==> config.mk <==
export PLATFORM = sky130hd
export DESIGN_NAME = sipm_top
export DESIGN_NICKNAME = d
export VERILOG_FILES = /design/src/hdl/sipm_pkg.sv /design/src/hdl/sipm_align_check.sv /design/src/hdl/sipm_top.sv
export SDC_FILE = /design/constraint.sdc
export NUM_CORES = 1
export LEC_CHECK = 0
export BUFFER_PORTS_ARGS = -buffer_cell sky130_fd_sc_hd__buf_2
export CORE_MARGIN = 2
export CORE_UTILIZATION = 25
export DETAILED_ROUTE_END_ITERATION = 7
export RECOVER_POWER = 50
export SLEW_MARGIN = 20
export SYNTH_ARGS = -nofsm -noshare
export SYNTH_HDL_FRONTEND = slang
export SYNTH_HIERARCHICAL = 1
export SYNTH_SLANG_ARGS = --single-unit
==> constraint.sdc <==
create_clock -name i_clk -period 12.8 [get_ports i_clk]
set_clock_uncertainty 0.1 [all_clocks]
set_input_delay 2.56 -clock i_clk [delete_from_list [all_inputs] [get_ports i_clk]]
set_output_delay 2.56 -clock i_clk [all_outputs]
set_load 0.005 [all_outputs]
==> src/hdl/sipm_pkg.sv <==
// constants and carrier types for the sync input phase monitor
package sipm_pkg;
  // ------------------------------------------------------------------
  // register map
  // ------------------------------------------------------------------
  localparam logic [7:0] SIPM_ADDR_PHASE = 8'h7b;
  localparam logic [7:0] SIPM_ADDR_MON   = 8'h7c;
  localparam logic [7:0] SIPM_PHASE_RST  = 8'h00;
  localparam logic [7:0] SIPM_MON_RST    = 8'h2b;
  // field positions
  localparam int SIPM_PH_INDEP_POS = 7;
  localparam int SIPM_PH_LINE_POS  = 6;
  localparam int SIPM_PH_PHASE_LSB = 0;
  localparam int SIPM_MON_CAL_POS  = 7;
  localparam int SIPM_MON_LIM_LSB  = 4;
  localparam int SIPM_MON_SRC_LSB  = 0;
  // sampling phase codes
  localparam logic [1:0] SIPM_PHASE_ON_TARGET = 2'h0;
  localparam logic [1:0] SIPM_PHASE_HALF_EARLY = 2'h1;
  localparam logic [1:0] SIPM_PHASE_ONE_LATE  = 2'h2;
  localparam logic [1:0] SIPM_PHASE_HALF_LATE = 2'h3;
  // ------------------------------------------------------------------
  // timing
  // ------------------------------------------------------------------
  localparam int SIPM_CLK_PERIOD_NS  = 100;
  localparam int SIPM_RAMP_STEP_NS   = 1000;
  localparam int SIPM_RAMP_STEP_CYC  = (SIPM_RAMP_STEP_NS + SIPM_CLK_PERIOD_NS - 1)
                                       / SIPM_CLK_PERIOD_NS;
  localparam int SIPM_FRAME_NS       = 125000;
  localparam int SIPM_FRAME_CYC      = SIPM_FRAME_NS / SIPM_CLK_PERIOD_NS;
  // ------------------------------------------------------------------
  // carriers
  // ------------------------------------------------------------------
  typedef struct packed {
    logic       independent_frame_pulses;
    logic       line_rate_sync_sampling;
    logic [1:0] sync_phase;
  } sipm_phase_cfg_t;

  typedef struct packed {
    logic [2:0] limit;
    logic [3:0] ref_source;
  } sipm_mon_cfg_t;

  typedef enum {
    SIPM_CAL_IDLE,
    SIPM_CAL_TO_ZERO,
    SIPM_CAL_DIV_RST,
    SIPM_CAL_TO_PROG
  } sipm_cal_state_t;
endpackage

==> src/hdl/sipm_align_check.sv <==
// alignment checker between the external sync edge and the output frame mark
`timescale 1ns/1ps
module sipm_align_check
  import sipm_pkg::*;
#(
  parameter int FRAME_LEN = SIPM_FRAME_CYC
) (
  input  wire logic               i_clk,
  input  wire logic               i_rstn,
  input  wire logic               i_frame_mark,
  input  wire logic               i_sync_edge,
  input  wire logic [1:0]         i_sync_phase,
  input  wire logic [2:0]         i_limit,
  output logic                    o_alarm,
  output logic signed [14:0]      o_error
);
  logic        [12:0] cnt;
  logic        [12:0] next_cnt;
  logic               next_alarm;
  logic signed [14:0] next_error;
  logic signed [14:0] dist2;
  logic signed [14:0] shift2;
  logic signed [14:0] comp;
  logic signed [14:0] mag;
  logic signed [14:0] win2;

  // distance to nearest frame mark in half unit intervals, shifted by phase
  always_comb begin
    next_cnt = i_frame_mark ? 13'h0000 : ((cnt == 13'h1fff) ? cnt : cnt + 13'h0001);
    if (32'(cnt) < FRAME_LEN / 2) begin
      dist2 = 15'(cnt) <<< 1;
    end else begin
      dist2 = (15'(cnt) - 15'(FRAME_LEN)) <<< 1;
    end
    unique case (i_sync_phase)
      SIPM_PHASE_ON_TARGET:  shift2 = 15'sh0000;
      SIPM_PHASE_HALF_EARLY: shift2 = -15'sh0001;
      SIPM_PHASE_ONE_LATE:   shift2 = 15'sh0002;
      SIPM_PHASE_HALF_LATE:  shift2 = 15'sh0001;
    endcase
    comp       = dist2 - shift2;
    mag        = comp[14] ? -comp : comp;
    win2       = 15'({i_limit, 1'b0}) + 15'sh0002;
    next_error = i_sync_edge ? comp : o_error;
    next_alarm = i_sync_edge ? (mag > win2) : o_alarm;
  end

  // state registers
  always_ff @(posedge i_clk or negedge i_rstn) begin
    if (!i_rstn) begin
      cnt     <= 13'h0000;
      o_alarm <= 1'b0;
      o_error <= 15'sh0000;
    end else begin
      cnt     <= next_cnt;
      o_alarm <= next_alarm;
      o_error <= next_error;
    end
  end

  // ------------------------------------------------------------------
  // checks
  // ------------------------------------------------------------------
  alarm_window_a: assert property (@(posedge i_clk) disable iff (!i_rstn)
    i_sync_edge |=> o_alarm == ($past(mag) > $past(win2)))
    else $error("alarm does not follow window");
  alarm_hold_a: assert property (@(posedge i_clk) disable iff (!i_rstn)
    !i_sync_edge |=> $stable(o_alarm))
    else $error("alarm changed without sync edge");
  cover_alarm_c: cover property (@(posedge i_clk) disable iff (!i_rstn) $rose(o_alarm));
endmodule

==> src/hdl/sipm_top.sv <==
// sync input phase monitor: registers, sync sampling, ramping and calibration
`timescale 1ns/1ps
// Functional notes
// - with the calibrate bit at 0 the applied offset walks gradually to each new value.
// - writing 1 to the calibrate bit launches the internal phase-offset calibration routine.
// - the calibrate bit returns to 0 by itself once calibration ends so software can poll it.
// - calibration holds over, ramps to zero, resets dividers, ramps back, leaves holdover.
// - the three-bit limit sets an alarm window of plus or minus one to eight reference cycles.
// - the monitor checks the sync input against the generated output instead of realigning to it.
// - a sync edge outside the programmed window raises the sync alarm.
module sipm_top
  import sipm_pkg::*;
#(
  parameter int FRAME_LEN = SIPM_FRAME_CYC,
  parameter int RAMP_CYC  = SIPM_RAMP_STEP_CYC
) (
  input  wire logic               i_clk,
  input  wire logic               i_rstn,
  input  wire logic [7:0]         i_addr,
  input  wire logic [7:0]         i_wdata,
  input  wire logic               i_wr,
  input  wire logic               i_rd,
  output logic      [7:0]         o_rdata,
  input  wire logic               i_sync_pin,
  input  wire logic               i_frame_mark,
  input  wire logic signed [15:0] i_phase_offset,
  output logic signed [15:0]      o_phase_offset,
  output logic                    o_holdover,
  output logic                    o_divider_reset,
  output logic                    o_sync_alarm,
  output logic signed [14:0]      o_align_error,
  output logic                    o_independent_frame_pulses,
  output logic                    o_line_rate_sync_sampling,
  output logic      [3:0]         o_sync_reference_source
);
  // ------------------------------------------------------------------
  // helpers
  // ------------------------------------------------------------------
  function automatic logic signed [15:0] step_toward(input logic signed [15:0] cur,
                                                     input logic signed [15:0] tgt);
    if (cur < tgt) begin
      step_toward = cur + 16'sh0001;
    end else if (cur > tgt) begin
      step_toward = cur - 16'sh0001;
    end else begin
      step_toward = cur;
    end
  endfunction

  // ------------------------------------------------------------------
  // declarations
  // ------------------------------------------------------------------
  sipm_phase_cfg_t    phase_cfg;
  sipm_phase_cfg_t    next_phase_cfg;
  sipm_mon_cfg_t      mon_cfg;
  sipm_mon_cfg_t      next_mon_cfg;
  sipm_cal_state_t    cal_state;
  sipm_cal_state_t    next_cal_state;
  logic        [7:0]  next_rdata;
  logic signed [15:0] next_offset;
  logic signed [15:0] target;
  logic        [15:0] tick_cnt;
  logic        [15:0] next_tick_cnt;
  logic               tick;
  logic               next_div_reset;
  logic               sync_s1;
  logic               sync_s2;
  logic               sync_s3;
  logic               sync_lvl;
  logic               sync_lvl_q;
  logic               next_sync_lvl;
  logic               sync_edge;
  logic               wr_phase;
  logic               wr_mon;
  logic               cal_start;
  logic               cal_busy;

  // ------------------------------------------------------------------
  // register writes
  // ------------------------------------------------------------------
  assign wr_phase  = i_wr && (i_addr == SIPM_ADDR_PHASE);
  assign wr_mon    = i_wr && (i_addr == SIPM_ADDR_MON);
  assign cal_busy  = (cal_state != SIPM_CAL_IDLE);
  assign cal_start = wr_mon && i_wdata[SIPM_MON_CAL_POS] && !cal_busy;

  // next configuration; bits 5:2 of the phase register are dropped
  always_comb begin
    next_phase_cfg = phase_cfg;
    next_mon_cfg   = mon_cfg;
    if (wr_phase) begin
      next_phase_cfg.independent_frame_pulses = i_wdata[SIPM_PH_INDEP_POS];
      next_phase_cfg.line_rate_sync_sampling  = i_wdata[SIPM_PH_LINE_POS];
      next_phase_cfg.sync_phase = i_wdata[SIPM_PH_PHASE_LSB +: 2];
    end
    if (wr_mon) begin
      next_mon_cfg.limit      = i_wdata[SIPM_MON_LIM_LSB +: 3];
      next_mon_cfg.ref_source = i_wdata[SIPM_MON_SRC_LSB +: 4];
    end
  end

  // ------------------------------------------------------------------
  // register reads
  // ------------------------------------------------------------------
  // read data is captured on the read strobe and held afterwards
  always_comb begin
    next_rdata = o_rdata;
    if (i_rd) begin
      unique case (i_addr)
        SIPM_ADDR_PHASE: next_rdata = {phase_cfg.independent_frame_pulses,
                                       phase_cfg.line_rate_sync_sampling,
                                       4'h0, phase_cfg.sync_phase};
        SIPM_ADDR_MON:   next_rdata = {cal_busy, mon_cfg.limit, mon_cfg.ref_source};
        default:         next_rdata = 8'h00;
      endcase
    end
  end

  // configuration and read registers
  always_ff @(posedge i_clk or negedge i_rstn) begin
    if (!i_rstn) begin
      phase_cfg <= sipm_phase_cfg_t'(SIPM_PHASE_RST);
      mon_cfg   <= sipm_mon_cfg_t'(SIPM_MON_RST[6:0]);
      o_rdata   <= 8'h00;
    end else begin
      phase_cfg <= next_phase_cfg;
      mon_cfg   <= next_mon_cfg;
      o_rdata   <= next_rdata;
    end
  end

  // ------------------------------------------------------------------
  // sync input sampling
  // ------------------------------------------------------------------
  // level accepted once the second and third stage agree
  always_comb begin
    next_sync_lvl = (sync_s2 == sync_s3) ? sync_s3 : sync_lvl;
  end
  assign sync_edge = sync_lvl && !sync_lvl_q;

  // synchroniser chain
  always_ff @(posedge i_clk or negedge i_rstn) begin
    if (!i_rstn) begin
      sync_s1    <= 1'b0;
      sync_s2    <= 1'b0;
      sync_s3    <= 1'b0;
      sync_lvl   <= 1'b0;
      sync_lvl_q <= 1'b0;
    end else begin
      sync_s1    <= i_sync_pin;
      sync_s2    <= sync_s1;
      sync_s3    <= sync_s2;
      sync_lvl   <= next_sync_lvl;
      sync_lvl_q <= sync_lvl;
    end
  end

  // monitor compares the edge with the output frame, no realignment
  sipm_align_check #(
    .FRAME_LEN (FRAME_LEN)
  ) sipm_align_check_inst (
    .i_clk        (i_clk),
    .i_rstn       (i_rstn),
    .i_frame_mark (i_frame_mark),
    .i_sync_edge  (sync_edge),
    .i_sync_phase (phase_cfg.sync_phase),
    .i_limit      (mon_cfg.limit),
    .o_alarm      (o_sync_alarm),
    .o_error      (o_align_error)
  );

  // ------------------------------------------------------------------
  // phase offset ramp and calibration
  // ------------------------------------------------------------------
  assign tick   = (32'(tick_cnt) == RAMP_CYC - 1);
  assign target = (cal_state == SIPM_CAL_TO_ZERO || cal_state == SIPM_CAL_DIV_RST)
                  ? 16'sh0000 : i_phase_offset;

  // ramp walks one step per tick; calibration sequences through its phases
  always_comb begin
    next_tick_cnt  = tick ? 16'h0000 : tick_cnt + 16'h0001;
    next_offset    = tick ? step_toward(o_phase_offset, target) : o_phase_offset;
    next_cal_state = cal_state;
    next_div_reset = 1'b0;
    unique case (cal_state)
      SIPM_CAL_IDLE: begin
        if (cal_start) begin
          next_cal_state = SIPM_CAL_TO_ZERO;
        end
      end
      SIPM_CAL_TO_ZERO: begin
        if (o_phase_offset == 16'sh0000) begin
          next_cal_state = SIPM_CAL_DIV_RST;
          next_div_reset = 1'b1;
        end
      end
      SIPM_CAL_DIV_RST: begin
        next_cal_state = SIPM_CAL_TO_PROG;
      end
      SIPM_CAL_TO_PROG: begin
        if (o_phase_offset == i_phase_offset) begin
          next_cal_state = SIPM_CAL_IDLE;
        end
      end
    endcase
  end

  // ramp and calibration registers
  always_ff @(posedge i_clk or negedge i_rstn) begin
    if (!i_rstn) begin
      tick_cnt        <= 16'h0000;
      o_phase_offset  <= 16'sh0000;
      cal_state       <= SIPM_CAL_IDLE;
      o_divider_reset <= 1'b0;
    end else begin
      tick_cnt        <= next_tick_cnt;
      o_phase_offset  <= next_offset;
      cal_state       <= next_cal_state;
      o_divider_reset <= next_div_reset;
    end
  end

  assign o_holdover                 = cal_busy;
  assign o_independent_frame_pulses = phase_cfg.independent_frame_pulses;
  assign o_line_rate_sync_sampling  = phase_cfg.line_rate_sync_sampling;
  assign o_sync_reference_source    = mon_cfg.ref_source;

  // ------------------------------------------------------------------
  // checks
  // ------------------------------------------------------------------
  ramp_step_size_a: assert property (@(posedge i_clk) disable iff (!i_rstn)
    (o_phase_offset - $past(o_phase_offset) <= 16'sh0001) &&
    ($past(o_phase_offset) - o_phase_offset <= 16'sh0001))
    else $error("phase offset jumped");
  cal_launch_a: assert property (@(posedge i_clk) disable iff (!i_rstn)
    cal_start |=> cal_state == SIPM_CAL_TO_ZERO)
    else $error("calibration not launched");
  cal_clear_a: assert property (@(posedge i_clk) disable iff (!i_rstn)
    cal_state == SIPM_CAL_TO_PROG && o_phase_offset == i_phase_offset |=> !cal_busy)
    else $error("calibrate bit did not clear");
  div_reset_zero_a: assert property (@(posedge i_clk) disable iff (!i_rstn)
    o_divider_reset |-> o_phase_offset == 16'sh0000 && o_holdover)
    else $error("divider reset outside zero offset holdover");
  div_reset_once_a: assert property (@(posedge i_clk) disable iff (!i_rstn)
    o_divider_reset |=> !o_divider_reset)
    else $error("divider reset longer than one cycle");
  idle_no_reset_a: assert property (@(posedge i_clk) disable iff (!i_rstn)
    !cal_busy |-> !o_divider_reset)
    else $error("divider reset while idle");
  reserved_zero_a: assert property (@(posedge i_clk) disable iff (!i_rstn)
    i_rd && i_addr == SIPM_ADDR_PHASE |=> o_rdata[5:2] == 4'h0)
    else $error("unused bits read nonzero");
  unmapped_zero_a: assert property (@(posedge i_clk) disable iff (!i_rstn)
    i_rd && i_addr != SIPM_ADDR_PHASE && i_addr != SIPM_ADDR_MON |=> o_rdata == 8'h00)
    else $error("unmapped read nonzero");
  sync_edge_lag_a: assert property (@(posedge i_clk) disable iff (!i_rstn)
    sync_edge |-> $past(sync_s3) && $past(sync_s2))
    else $error("sync edge without agreeing stages");
  cover_cal_c: cover property (@(posedge i_clk) disable iff (!i_rstn) $fell(cal_busy));
  cover_ramp_c: cover property (@(posedge i_clk) disable iff (!i_rstn)
    !cal_busy && tick && o_phase_offset != i_phase_offset);
  cover_sync_c: cover property (@(posedge i_clk) disable iff (!i_rstn) sync_edge);
endmodule

## Word level (Yosys, flattened, before mapping)

Index checks and enable logic that the tools add are counted.

- $add $sub $neg: 8
- $mul: 0
- Divide/modulo/power cells: 0
- Magnitude comparators: 4
- Equality and inequality tests: 18
- Shift-type cells: 0
- Multiplexer cells: 16
- Bitwise logic cells: 0
- Reductions and logical operators: 15

Operators with widths:

| operator | count |
|---|---|
| case mux 32 bit (4 select lines) | 1 |
| equality test 32 x 2 -> 1 bit (second input constant) | 3 |
| two-way mux 32 bit | 3 |
| two-way mux 16 bit | 4 |
| case mux 15 bit (4 select lines) | 1 |
| equality test 32 x 1 -> 1 bit (second input constant) | 1 |
| equality test 32 x 3 -> 1 bit (second input constant) | 1 |
| zero test 32 bit | 1 |
| nonzero test 32 bit | 1 |
| two-way mux 15 bit | 2 |
| two-way mux 13 bit | 2 |
| adder 16 x 1 -> 16 bit (second input constant) | 1 |
| adder 16 x 2 -> 16 bit (second input constant) | 1 |
| equality test 16 bit | 1 |
| equality test 16 x 4 -> 1 bit (second input constant) | 1 |
| equality test 8 x 7 -> 1 bit (second input constant) | 2 |
| greater-than comparator 16 bit | 1 |
| zero test 16 bit | 1 |
| < comparator 16 bit | 1 |
| case mux 8 bit (2 select lines) | 1 |
| subtractor 16 x 2 -> 16 bit (second input constant) | 1 |
| greater-than comparator 15 bit | 1 |
| negation 15 bit | 1 |
| subtractor 15 bit | 1 |
| other kinds (17) | 27 |

- Bits in registers: 118
- Bits in latches: 0
- RAM bits: 0
- ROM bits: 0
- Bits of input ports: 38
- Output and inout bits: 48
- Logic and storage cells: 79
- Memories: 0

## Logic depth before layout (Yosys ltp)

Gate-level depths: netlist of the first run.

- Word-level depth: 6
- Gate-level depth with buffers: 28
- Gate-level depth less buffers: 27

## Hierarchy

The synthesis of the first run kept the hierarchy.

By module, submodules not included:

| module | instances | cells an instance | area each (um2) | sequential area each (um2) |
|---|---|---|---|---|
| sipm_top | 1 | 344 | 3523.4 | 1481.4 |
| sipm_align_check | 1 | 367 | 3016.6 | 725.7 |

## Worst setup path after synthesis of the first run

OpenSTA, ideal clock, no wires.

- Kind: input to register
- Start point: input port i_phase_offset[9]
- End point: register o_phase_offset[8]
- Data arrival time: 5555 ps
- Required time: 12620 ps
- Path slack: 7065 ps
- Stages on the path: 16
- Path through: nand2b_1 ha_1 a21o_1 nand3_1 a21oi_1 or4b_1 mux2_2 buf_2 buf_6 xor2_1 ha_1 nor4_1 nand3_1 or3_1 mux2i_1 xnor2_1

- Longest elaborated chain between the ends: 4
- Elaborated cells between the ends (all ways): 6
- Classes of those cells: order compare (2); mux (2); reduce/logical (2)

RTL lines:

| what | RTL line | text |
|---|---|---|
| start: declaration | sipm_top.sv:26 | `input wire logic signed [15:0] i_phase_offset,` |
| two-way mux 16 bit (*) | sipm_top.sv:176 | `? 16'sh0000 : i_phase_offset;` |
| < comparator 16 bit / greater-than comparator 16 bit (equally long branches) | sipm_top.sv:41, sipm_top.sv:43 |  |
| nonzero test 2 bit (no line) | -- |  |
| AND reduction 2 bit (no line) | -- |  |
| end signal: assignment | sipm_top.sv:216 | `o_phase_offset <= next_offset;` |
| end: declaration | sipm_top.sv:27 | `output logic signed [15:0] o_phase_offset,` |

Mark *: on every way between the ends. The rest lies on a longest branch, timed or not.
A chain may end at the register's enable or synchronous reset.

==> out/results.tsv, run 1 <==
metric	value	unit
crit_top_cell	clkbuf_1	
synth_top_family_by_area	simple AND/OR/NAND/NOR gates	
period_needed	6.40	ns
critPathMaxStageDelay	2.17	ns
syn_inst	711	
status	complete, but fails checks	
final_common_cell	dfrtp_1	
dieHeight	166	um
io_pins	86	
cts_tree	done	
synth-seq-area-share	0.337	
post_cts_resized	0	
postCtsSetupBuffers	0	
timing.rr.end	sipm_align_check_inst/o_alarm	
cp_top_family	buffers and inverters	
start_util	0.253	
timing.fmax	0.156	GHz
drc_errors	0	
nets	859	
synth.area.mux_share	0.0744	
area_delta_synth_final	14.4	%
avgSynthCellArea	9.20	um2
crit_type	in2async	
violations	capacitance limit, slew limit	
vias_per_cell	4.85	
drtIter0Drc	242	
hpwl	11800	um
rsz0062_at_grt	false	
cp-end-kind	async pin	
crit_required	12.51	ns
dieWidth	166	um
critical_path.slowest_cell	clkbuf_1	
max-cap-violations	2	
coreArea	0.0258	mm2
drt-total-wl	15400	um
syn_area	0.00654	mm2
synth_warnings	6	
hold_depth	0	
worstMarginPinSlew	2.93	ns
hold_path.class	reg2reg	
layout_common_cells	84 x dfrtp_1, 72 x buf_2, 63 x nor2_1	
async_flop_share	1.00	
antenna_found_initial	0	
yosysUniqueCellTypes	82	
grt_first_pass_wirelength	25900	um
tns	0	ns
dieArea	0.0275	mm2
cts_buffer_depth	2	
gr-total-overflow	0	
cts_buffers	9	
wl_per_cell	13.8	um
holdBufCountCts	0	
syn_nets	796	
worst_setup_path_start_kind	input pin	
synth_edf_count	0	
finalSetupViolCount	0	
max-slew-margin-rel	-0.954	
crit_buf_inv	2	
synth_compound_area_frac	0.126	
path_clk_slew	0.06	ns
synth_fa_ha_area_frac	0.0914	
r2r_cells	26	
ys_ff_latch	88	
dr.pass1.iters	4	
ys.flop_type	dfrtp_1	
hold_viol	0	
first_global_vias	5200	
fin_cells	1114	
drive_gt1_frac	0.178	
r2r-start	sipm_align_check_inst/cnt[1]	
fin_crit_sh	0.500	
io_buffer_count	85	
clk_latency	0.35	ns
row_count	59	
dp_cells	1098	
antennaDiodeCount	0	
drv_slew	91	
clock_sinks	88	
leakagePower	3.35	nW
place_congestion	0.817	
crit_chain	clkbuf_1 -> clkbuf_1	
antenna_left	0	
setup_slack	6.40	ns
cts-root-buf	clkbuf_16	
synth_top_area_share	0.321	
grt_use_total	0.111	
critPathMaxFanout	54	
ir_drop	81.4	uV
grt_max_degree	55	
synthXorXnorAreaFrac	0.0897	
min-delay-start	sync_s1	
synthSimpleGateAreaFrac	0.238	
synthTopCellsByArea	dfrtp_1 32%, ha_1 9.0%, xor2_1 4.8%, mux2_2 4.5%, xnor2_1 4.2%	
yosysTopAreaCell	dfrtp_1	
vias	5404	
p_per_area	140	mW/mm2
r2r_setup_slack	7.08	ns
worst_ep_arrival_time	6.11	ns
htreeDepth	3	
whs_endpoint	sync_s2	
dp_slack	6.78	ns
[area by class of cell]
| cell class | instances | area, um2 |
|---|---|---|
| clock buffer | 11 | 233 |
| clock inverter | 5 | 56.3 |
| fill | 2745 | 18400 |
| inverter | 26 | 97.6 |
| multi-input combinational | 562 | 4050 |
| sequential | 88 | 2210 |
| tap | 335 | 419 |
| timing repair buffer | 87 | 420 |
[cell usage after synthesis, types with 4 or more instances]
cell type / number
nor3_1: 14
or3_1: 19
a211oi_1: 8
xor2_1: 36
a21oi_2: 4
and4_1: 5
o21ai_0: 25
dfrtp_1: 84
dfstp_2: 4
buf_2: 14
a221oi_1: 5
and3_1: 16
nor4_1: 16
xnor2_1: 31
mux2_2: 26
nand2b_1: 18
nor2_1: 63
nor2b_1: 8
buf_4: 4
inv_1: 26
nand4_1: 17
clkbuf_1: 13
and2_1: 6
ha_1: 47
o21bai_1: 4
mux2i_1: 16
nand3_1: 32
a21oi_1: 30
o211ai_1: 4
nand2_1: 38
a21o_1: 5
[flip-flops by register name (all words and copies together) (netlist names), 2 cells and up]
name,count
sipm_align_check_inst/o_error,15
o_sync_reference_source,4
phase_cfg,2
cal_state,2
mon_cfg,3
sipm_align_check_inst/cnt,13
o_phase_offset,16
o_rdata,8
tick_cnt,16
[kinds of logic (layout without fill, tap and decap cells)]
| logic type | count (synthesis) | count (layout) |
|---|---|---|
| compound gates | 120 | 120 |
| flops | 88 | 88 |
| mux | 45 | 45 |
| simple gates | 282 | 282 |
| buf+inv | 61 | 129 |
| fa+ha+maj | 48 | 48 |
| xor+xnor | 67 | 67 |
[routing by layer]
layer,track usage,wire length [um],vias to the layer above
met3,0.0229,409,19
met4,0.0284,251,0
met2,0.184,7250,74
met5,0,0,-
met1,0.149,7460,2603
li1,-,-,2708
[worst max-delay path by stage]
stage,from,endpoint,slack (ns),depth (start not counted)
2_1_floorplan,i_phase_offset[9],o_phase_offset[8],7.06,16
3_3_place_gp,i_phase_offset[9],o_phase_offset[8],6.84,15
3_5_place_dp,i_phase_offset[9],o_phase_offset[8],6.78,15
4_1_cts,sipm_align_check_inst/cnt[1],sipm_align_check_inst/o_alarm,7.08,25
5_1_grt,i_rstn,o_phase_offset[14],5.27,2
6_report,i_rstn,sync_s1,6.40,2
[where the power goes]
part | leakage (nW) | internal, mW | total, mW | switching [mW]
combinational | 2.08 | 0.199 | 0.423 | 0.224
sequential | 1.12 | 0.316 | 0.364 | 0.0476
clock | 0.140 | 0.151 | 0.259 | 0.108
total | 3.35 | 0.666 | 1.05 | 0.379
[per-stage QoR]
step | hold slack (ns) | total power [mW] | area [um2] | utilization
after floorplan | 0.231 | 0.686 | 6540 | -
after global placement | 0.239 | 0.786 | 7220 | 0.279
after detailed placement | 0.240 | 0.795 | 7220 | 0.279
after CTS | 0.254 | 1.06 | 7500 | 0.290
after global routing | 0.265 | 1.12 | 7480 | 0.290
final | 0.248 | 1.05 | 7480 | 0.290
(Power assumes the default switching activity.)
==> run 2: changes to the inputs <==
Clock period 12.8 ns to 5.7 ns, I/O delays scaled along.
==> run 2 against run 1 <==
Effect of this change: the run still ends with capacitance limit, slew limit left; clock-buffer cell count down 1; critical path depth increased by 25; final area up 1.2%; largest power group unchanged; highest routed layer unchanged; non-clock buffer count increased by 4; power increased by 130%; cell count is 0.36% higher; critical path type is now reg2reg; combinational power up 120%; via count decreased by 0.91%; setup slack worse by 5.9 ns; clock power up 140%; register-to-register slack worse by 6.5 ns; sequential power up 120%; critical endpoint is now sipm_align_check_inst/o_alarm.
==> out/results.tsv, run 2 (synthesis gave the netlist of run 1 again) <==
metric	value	unit
nets	863	
drv_slew	42	
r2r-start	sipm_align_check_inst/cnt[1]	
cts_tree	done	
start_util	0.253	
postCtsSetupBuffers	0	
dieArea	0.0275	mm2
dieHeight	166	um
drive_gt1_frac	0.209	
period_needed	5.16	ns
critPathMaxStageDelay	0.45	ns
holdBufCountCts	0	
reg_top3	o_phase_offset x16, tick_cnt x16, sipm_align_check_inst/o_error x15	
area_delta_synth_final	15.8	%
row_count	59	
critPathLaunch	sipm_align_check_inst/cnt[1]	
gr-total-overflow	0	
antennaDiodeCount	0	
utilization	0.293	
tns	0	ns
grt_max_degree	49	
min-delay-start	sync_s1	
status	complete, but fails checks	
setup_slack	0.545	ns
max-cap-violations	1	
vias_per_cell	4.79	
grt_first_pass_wirelength	25900	um
fin_crit_sh	0.904	
crit_required	5.82	ns
dp_slack	0.234	ns
cp_top_family	compound AO/OA/AOI/OAI gates	
clk_latency	0.35	ns
worstMarginPinSlew	2.19	ns
antenna_found_initial	0	
fillers	2755	
max-slew-margin-rel	-0.463	
layout_common_cells	82 x dfrtp_1, 82 x buf_2, 62 x nor2_1	
hold_viol	0	
post_cts_resized	0	
p_per_area	313	mW/mm2
leakagePower	3.41	nW
crit_buf_inv	2	
critical_path.slowest_cell	or3_4	
grt_use_total	0.112	
violations	capacitance limit, slew limit	
crit_type	reg2reg	
first_global_vias	5202	
path_clk_slew	0.06	ns
worst_ep_arrival_time	5.27	ns
clock_sinks	88	
drc_errors	0	
finalSetupViolCount	0	
hpwl	11700	um
vias	5355	
wl_per_cell	13.5	um
cts_buffer_depth	2	
place_congestion	0.800	
hold_path.class	reg2reg	
cts_buffers	9	
dieWidth	166	um
io_buffer_count	85	
htreeDepth	3	
cp-end-kind	register	
drt-total-wl	15100	um
ir_drop	223	uV
rsz0062_at_grt	false	
dr.pass1.iters	4	
timing.fmax	0.194	GHz
coreArea	0.0258	mm2
r2r_setup_slack	0.54	ns
antenna_left	0	
cts-root-buf	clkbuf_16	
worst_setup_path_start_kind	register	
critPathMaxFanout	8	
io_pins	86	
drtIter0Drc	278	
-- run 2: layout make-up --
cell class | count | area [um2] | share of cell area
Multi-Input combinational cell | 562 | 4080 | 0.539
Inverter | 26 | 97.6 | 0.0129
Clock inverter | 6 | 66.3 | 0.00876
Clock buffer | 10 | 239 | 0.0316
Sequential cell | 88 | 2210 | 0.292
Tap cell | 335 | 419 | 0.0554
Timing Repair Buffer | 91 | 460 | 0.0608
-- run 2: layer usage --
| metal | up-vias | GRT usage | part of all wire |
|---|---|---|---|
| met5 | - | 0 | 0 |
| met4 | 0 | 0.0287 | 0.014 |
| met1 | 2542 | 0.152 | 0.48 |
| li1 | 2712 | - | - |
| met3 | 16 | 0.0255 | 0.029 |
| met2 | 85 | 0.181 | 0.47 |
-- run 2: metrics by stage --
step	hold slack [ns]	power [mW]	cell area (um2)	instances
after floorplan	0.231	1.54	6540	711
after global placement	0.237	1.77	7250	1102
after detailed placement	0.246	1.78	7250	1102
after CTS	0.268	2.41	7550	1118
after global routing	0.278	2.57	7570	1118
final	0.263	2.37	7570	1118
-- run 2: worst register-to-register path, delay by kind of cell (launching register included) --
family	cells	cell delay [ns]
buffers and inverters	2	0.26
adder cells (fa/ha/maj)	3	0.79
AND/OR/NAND/NOR	9	1.48
flip-flops	1	0.43
XOR/XNOR	2	0.31
AO/OA/AOI/OAI	11	1.69
-- run 2: power breakdown --
part	switching, mW	internal (mW)
clock	0.257	0.352
sequential	0.107	0.710
combinational	0.495	0.452
-- run 2: final timing paths --
path                                                endpoint  cells past startpoint
setup / recovery               sipm_align_check_inst/o_alarm                     27
hold / removal                                       sync_s2                      0
setup reg to reg               sipm_align_check_inst/o_alarm                     27
hold reg to reg                                      sync_s2                      0
max in group asynchronous       sipm_align_check_inst/cnt[2]                      2
min in group asynchronous  sipm_align_check_inst/o_error[12]                      1
==> run 3: changes to the inputs <==
Settings changed: CORE_UTILIZATION 25 to 40.
==> run 3 against run 2 <==
Effect of this change: the run still ends with capacitance limit, slew limit left; final area is 1.6% lower; clock-buffer cell count stayed put; non-clock buffer count is 2 higher; via count increased by 2.6%; clock power decreased by 2%; hold slack improved by 0.019 ns; global-route usage rose by 6.8 points; sequential cell count is the same; register-to-register slack improved by 0.04 ns; largest power group unchanged; critical endpoint unchanged.
==> out/results.tsv, run 3 (synthesis gave the netlist of run 1 again) <==
metric	value	unit
grt_max_degree	46	
drtIter0Drc	333	
reg_top3	o_phase_offset x16, tick_cnt x16, sipm_align_check_inst/o_error x15	
cts_buffer_depth	2	
drc_errors	0	
antennaDiodeCount	0	
dp_cells	983	
grt_first_pass_wirelength	26500	um
max-slew-margin-rel	-0.602	
violations	capacitance limit, slew limit	
layout_common_cells	83 x buf_2, 82 x dfrtp_1, 63 x nor2_1	
cts_buffers	9	
rsz0062_at_grt	false	
drv_slew	91	
place_congestion	0.870	
ir_drop	218	uV
start_util	0.410	
antenna_found_initial	0	
worst_setup_path_start_kind	register	
dieHeight	132	um
cts-root-buf	clkbuf_16	
dp_slack	0.221	ns
crit_type	reg2reg	
leakagePower	3.42	nW
critPathMaxFanout	11	
io_buffer_count	85	
drive_gt1_frac	0.213	
path_clk_slew	0.07	ns
final_common_cell	buf_2	
cts_tree	done	
tns	0	ns
row_count	46	
dieArea	0.0174	mm2
p_per_area	320	mW/mm2
vias_per_cell	5.49	
status	complete, but fails checks	
hold_viol	0	
grt_use_total	0.180	
setup_slack	0.585	ns
nets	865	
dieWidth	132	um
period_needed	5.12	ns
finalSetupViolCount	0	
cp-end-kind	register	
gr-total-overflow	0	
worstMarginPinSlew	2.40	ns
first_global_vias	5405	
final_area	0.00745	mm2
crit_required	5.81	ns
area_delta_synth_final	13.9	%
max-cap-violations	2	
antenna_left	0	
vias	5495	
coreArea	0.0159	mm2
fin_cells	1001	
timing.fmax	0.195	GHz
dr.pass1.iters	7	
clk_latency	0.34	ns
io_pins	86	
fin_crit_sh	0.897	
hpwl	11900	um
clock_sinks	88	
post_dp_cell_area	0.00710	mm2
hold_path.class	reg2reg	
wl_per_cell	15.3	um
htreeDepth	3	
worst_ep_arrival_time	5.22	ns
drt-total-wl	15300	um
holdWs	0.282	ns
## run 3: worst paths after layout
kind | to | slack [ns] | start | cells past startpoint
max | sipm_align_check_inst/o_alarm | 0.58 | sipm_align_check_inst/cnt[1] | 25
min | sync_s2 | 0.28 | sync_s1 | 0
max reg2reg | sipm_align_check_inst/o_alarm | 0.58 | sipm_align_check_inst/cnt[1] | 25
min reg2reg | sync_s2 | 0.28 | sync_s1 | 0
max in group asynchronous | o_phase_offset[11] | 1.00 | i_rstn | 2
min in group asynchronous | sipm_align_check_inst/o_error[9] | 1.42 | i_rstn | 1
## run 3: area by class of cell
| class | instances | area, um2 |
|---|---|---|
| Clock buffer | 10 | 239 |
| Clock inverter | 6 | 67.6 |
| Fill cell | 1555 | 8490 |
| Inverter | 26 | 97.6 |
| Multi-Input combinational cell | 562 | 4090 |
| Sequential cell | 88 | 2210 |
| Tap cell | 216 | 270 |
| Timing Repair Buffer | 93 | 475 |
## run 3: power by group
| group | internal [mW] | switching, mW |
|---|---|---|
| clock | 0.353 | 0.245 |
| sequential | 0.710 | 0.109 |
| combinational | 0.459 | 0.507 |
| total | 1.52 | 0.861 |
## run 3: worst max-delay path: stages (launching register included)
cell and delay, ns:
dfrtp_2 0.42, inv_1 0.08, ha_1 0.21, nor3b_2 0.16, o211ai_1 0.28, nor2_1 0.11
nor4_1 0.23, xor2_1 0.20, ha_2 0.37, a21o_1 0.24, o31ai_2 0.31, nor2_1 0.11
or3_4 0.44, nand2_1 0.15, nor2_1 0.07, xnor2_1 0.18, ha_1 0.26, nor2b_1 0.13
o21ai_0 0.15, nand2b_1 0.07, a21oi_1 0.15, a31oi_1 0.06, a21oi_1 0.11, o21ai_0 0.11
nor4_2 0.19, a21oi_2 0.08
## run 3: stage by stage
stage | power, mW | utilization
after floorplan | 1.54 | -
after global placement | 1.76 | 0.445
after detailed placement | 1.78 | 0.445
after CTS | 2.40 | 0.464
after global routing | 2.57 | 0.467
final | 2.38 | 0.467
## run 3: what timing repair did
action                                  4_1_cts  5_1_grt
endpoints found under the setup margin        0        1
buffers inserted                              0        2
endpoints found under the hold margin         0        0
hold buffers                                  0        0
resized for setup                             0       12
## run 3: routing by layer
metal | vias to the layer above | wire length (um) | global-route usage
li1 | 2721 | - | -
met1 | 2634 | 7320 | 0.248
met2 | 124 | 7250 | 0.292
met3 | 16 | 584 | 0.0377
met4 | 0 | 161 | 0.0411
met5 | - | 0 | 0
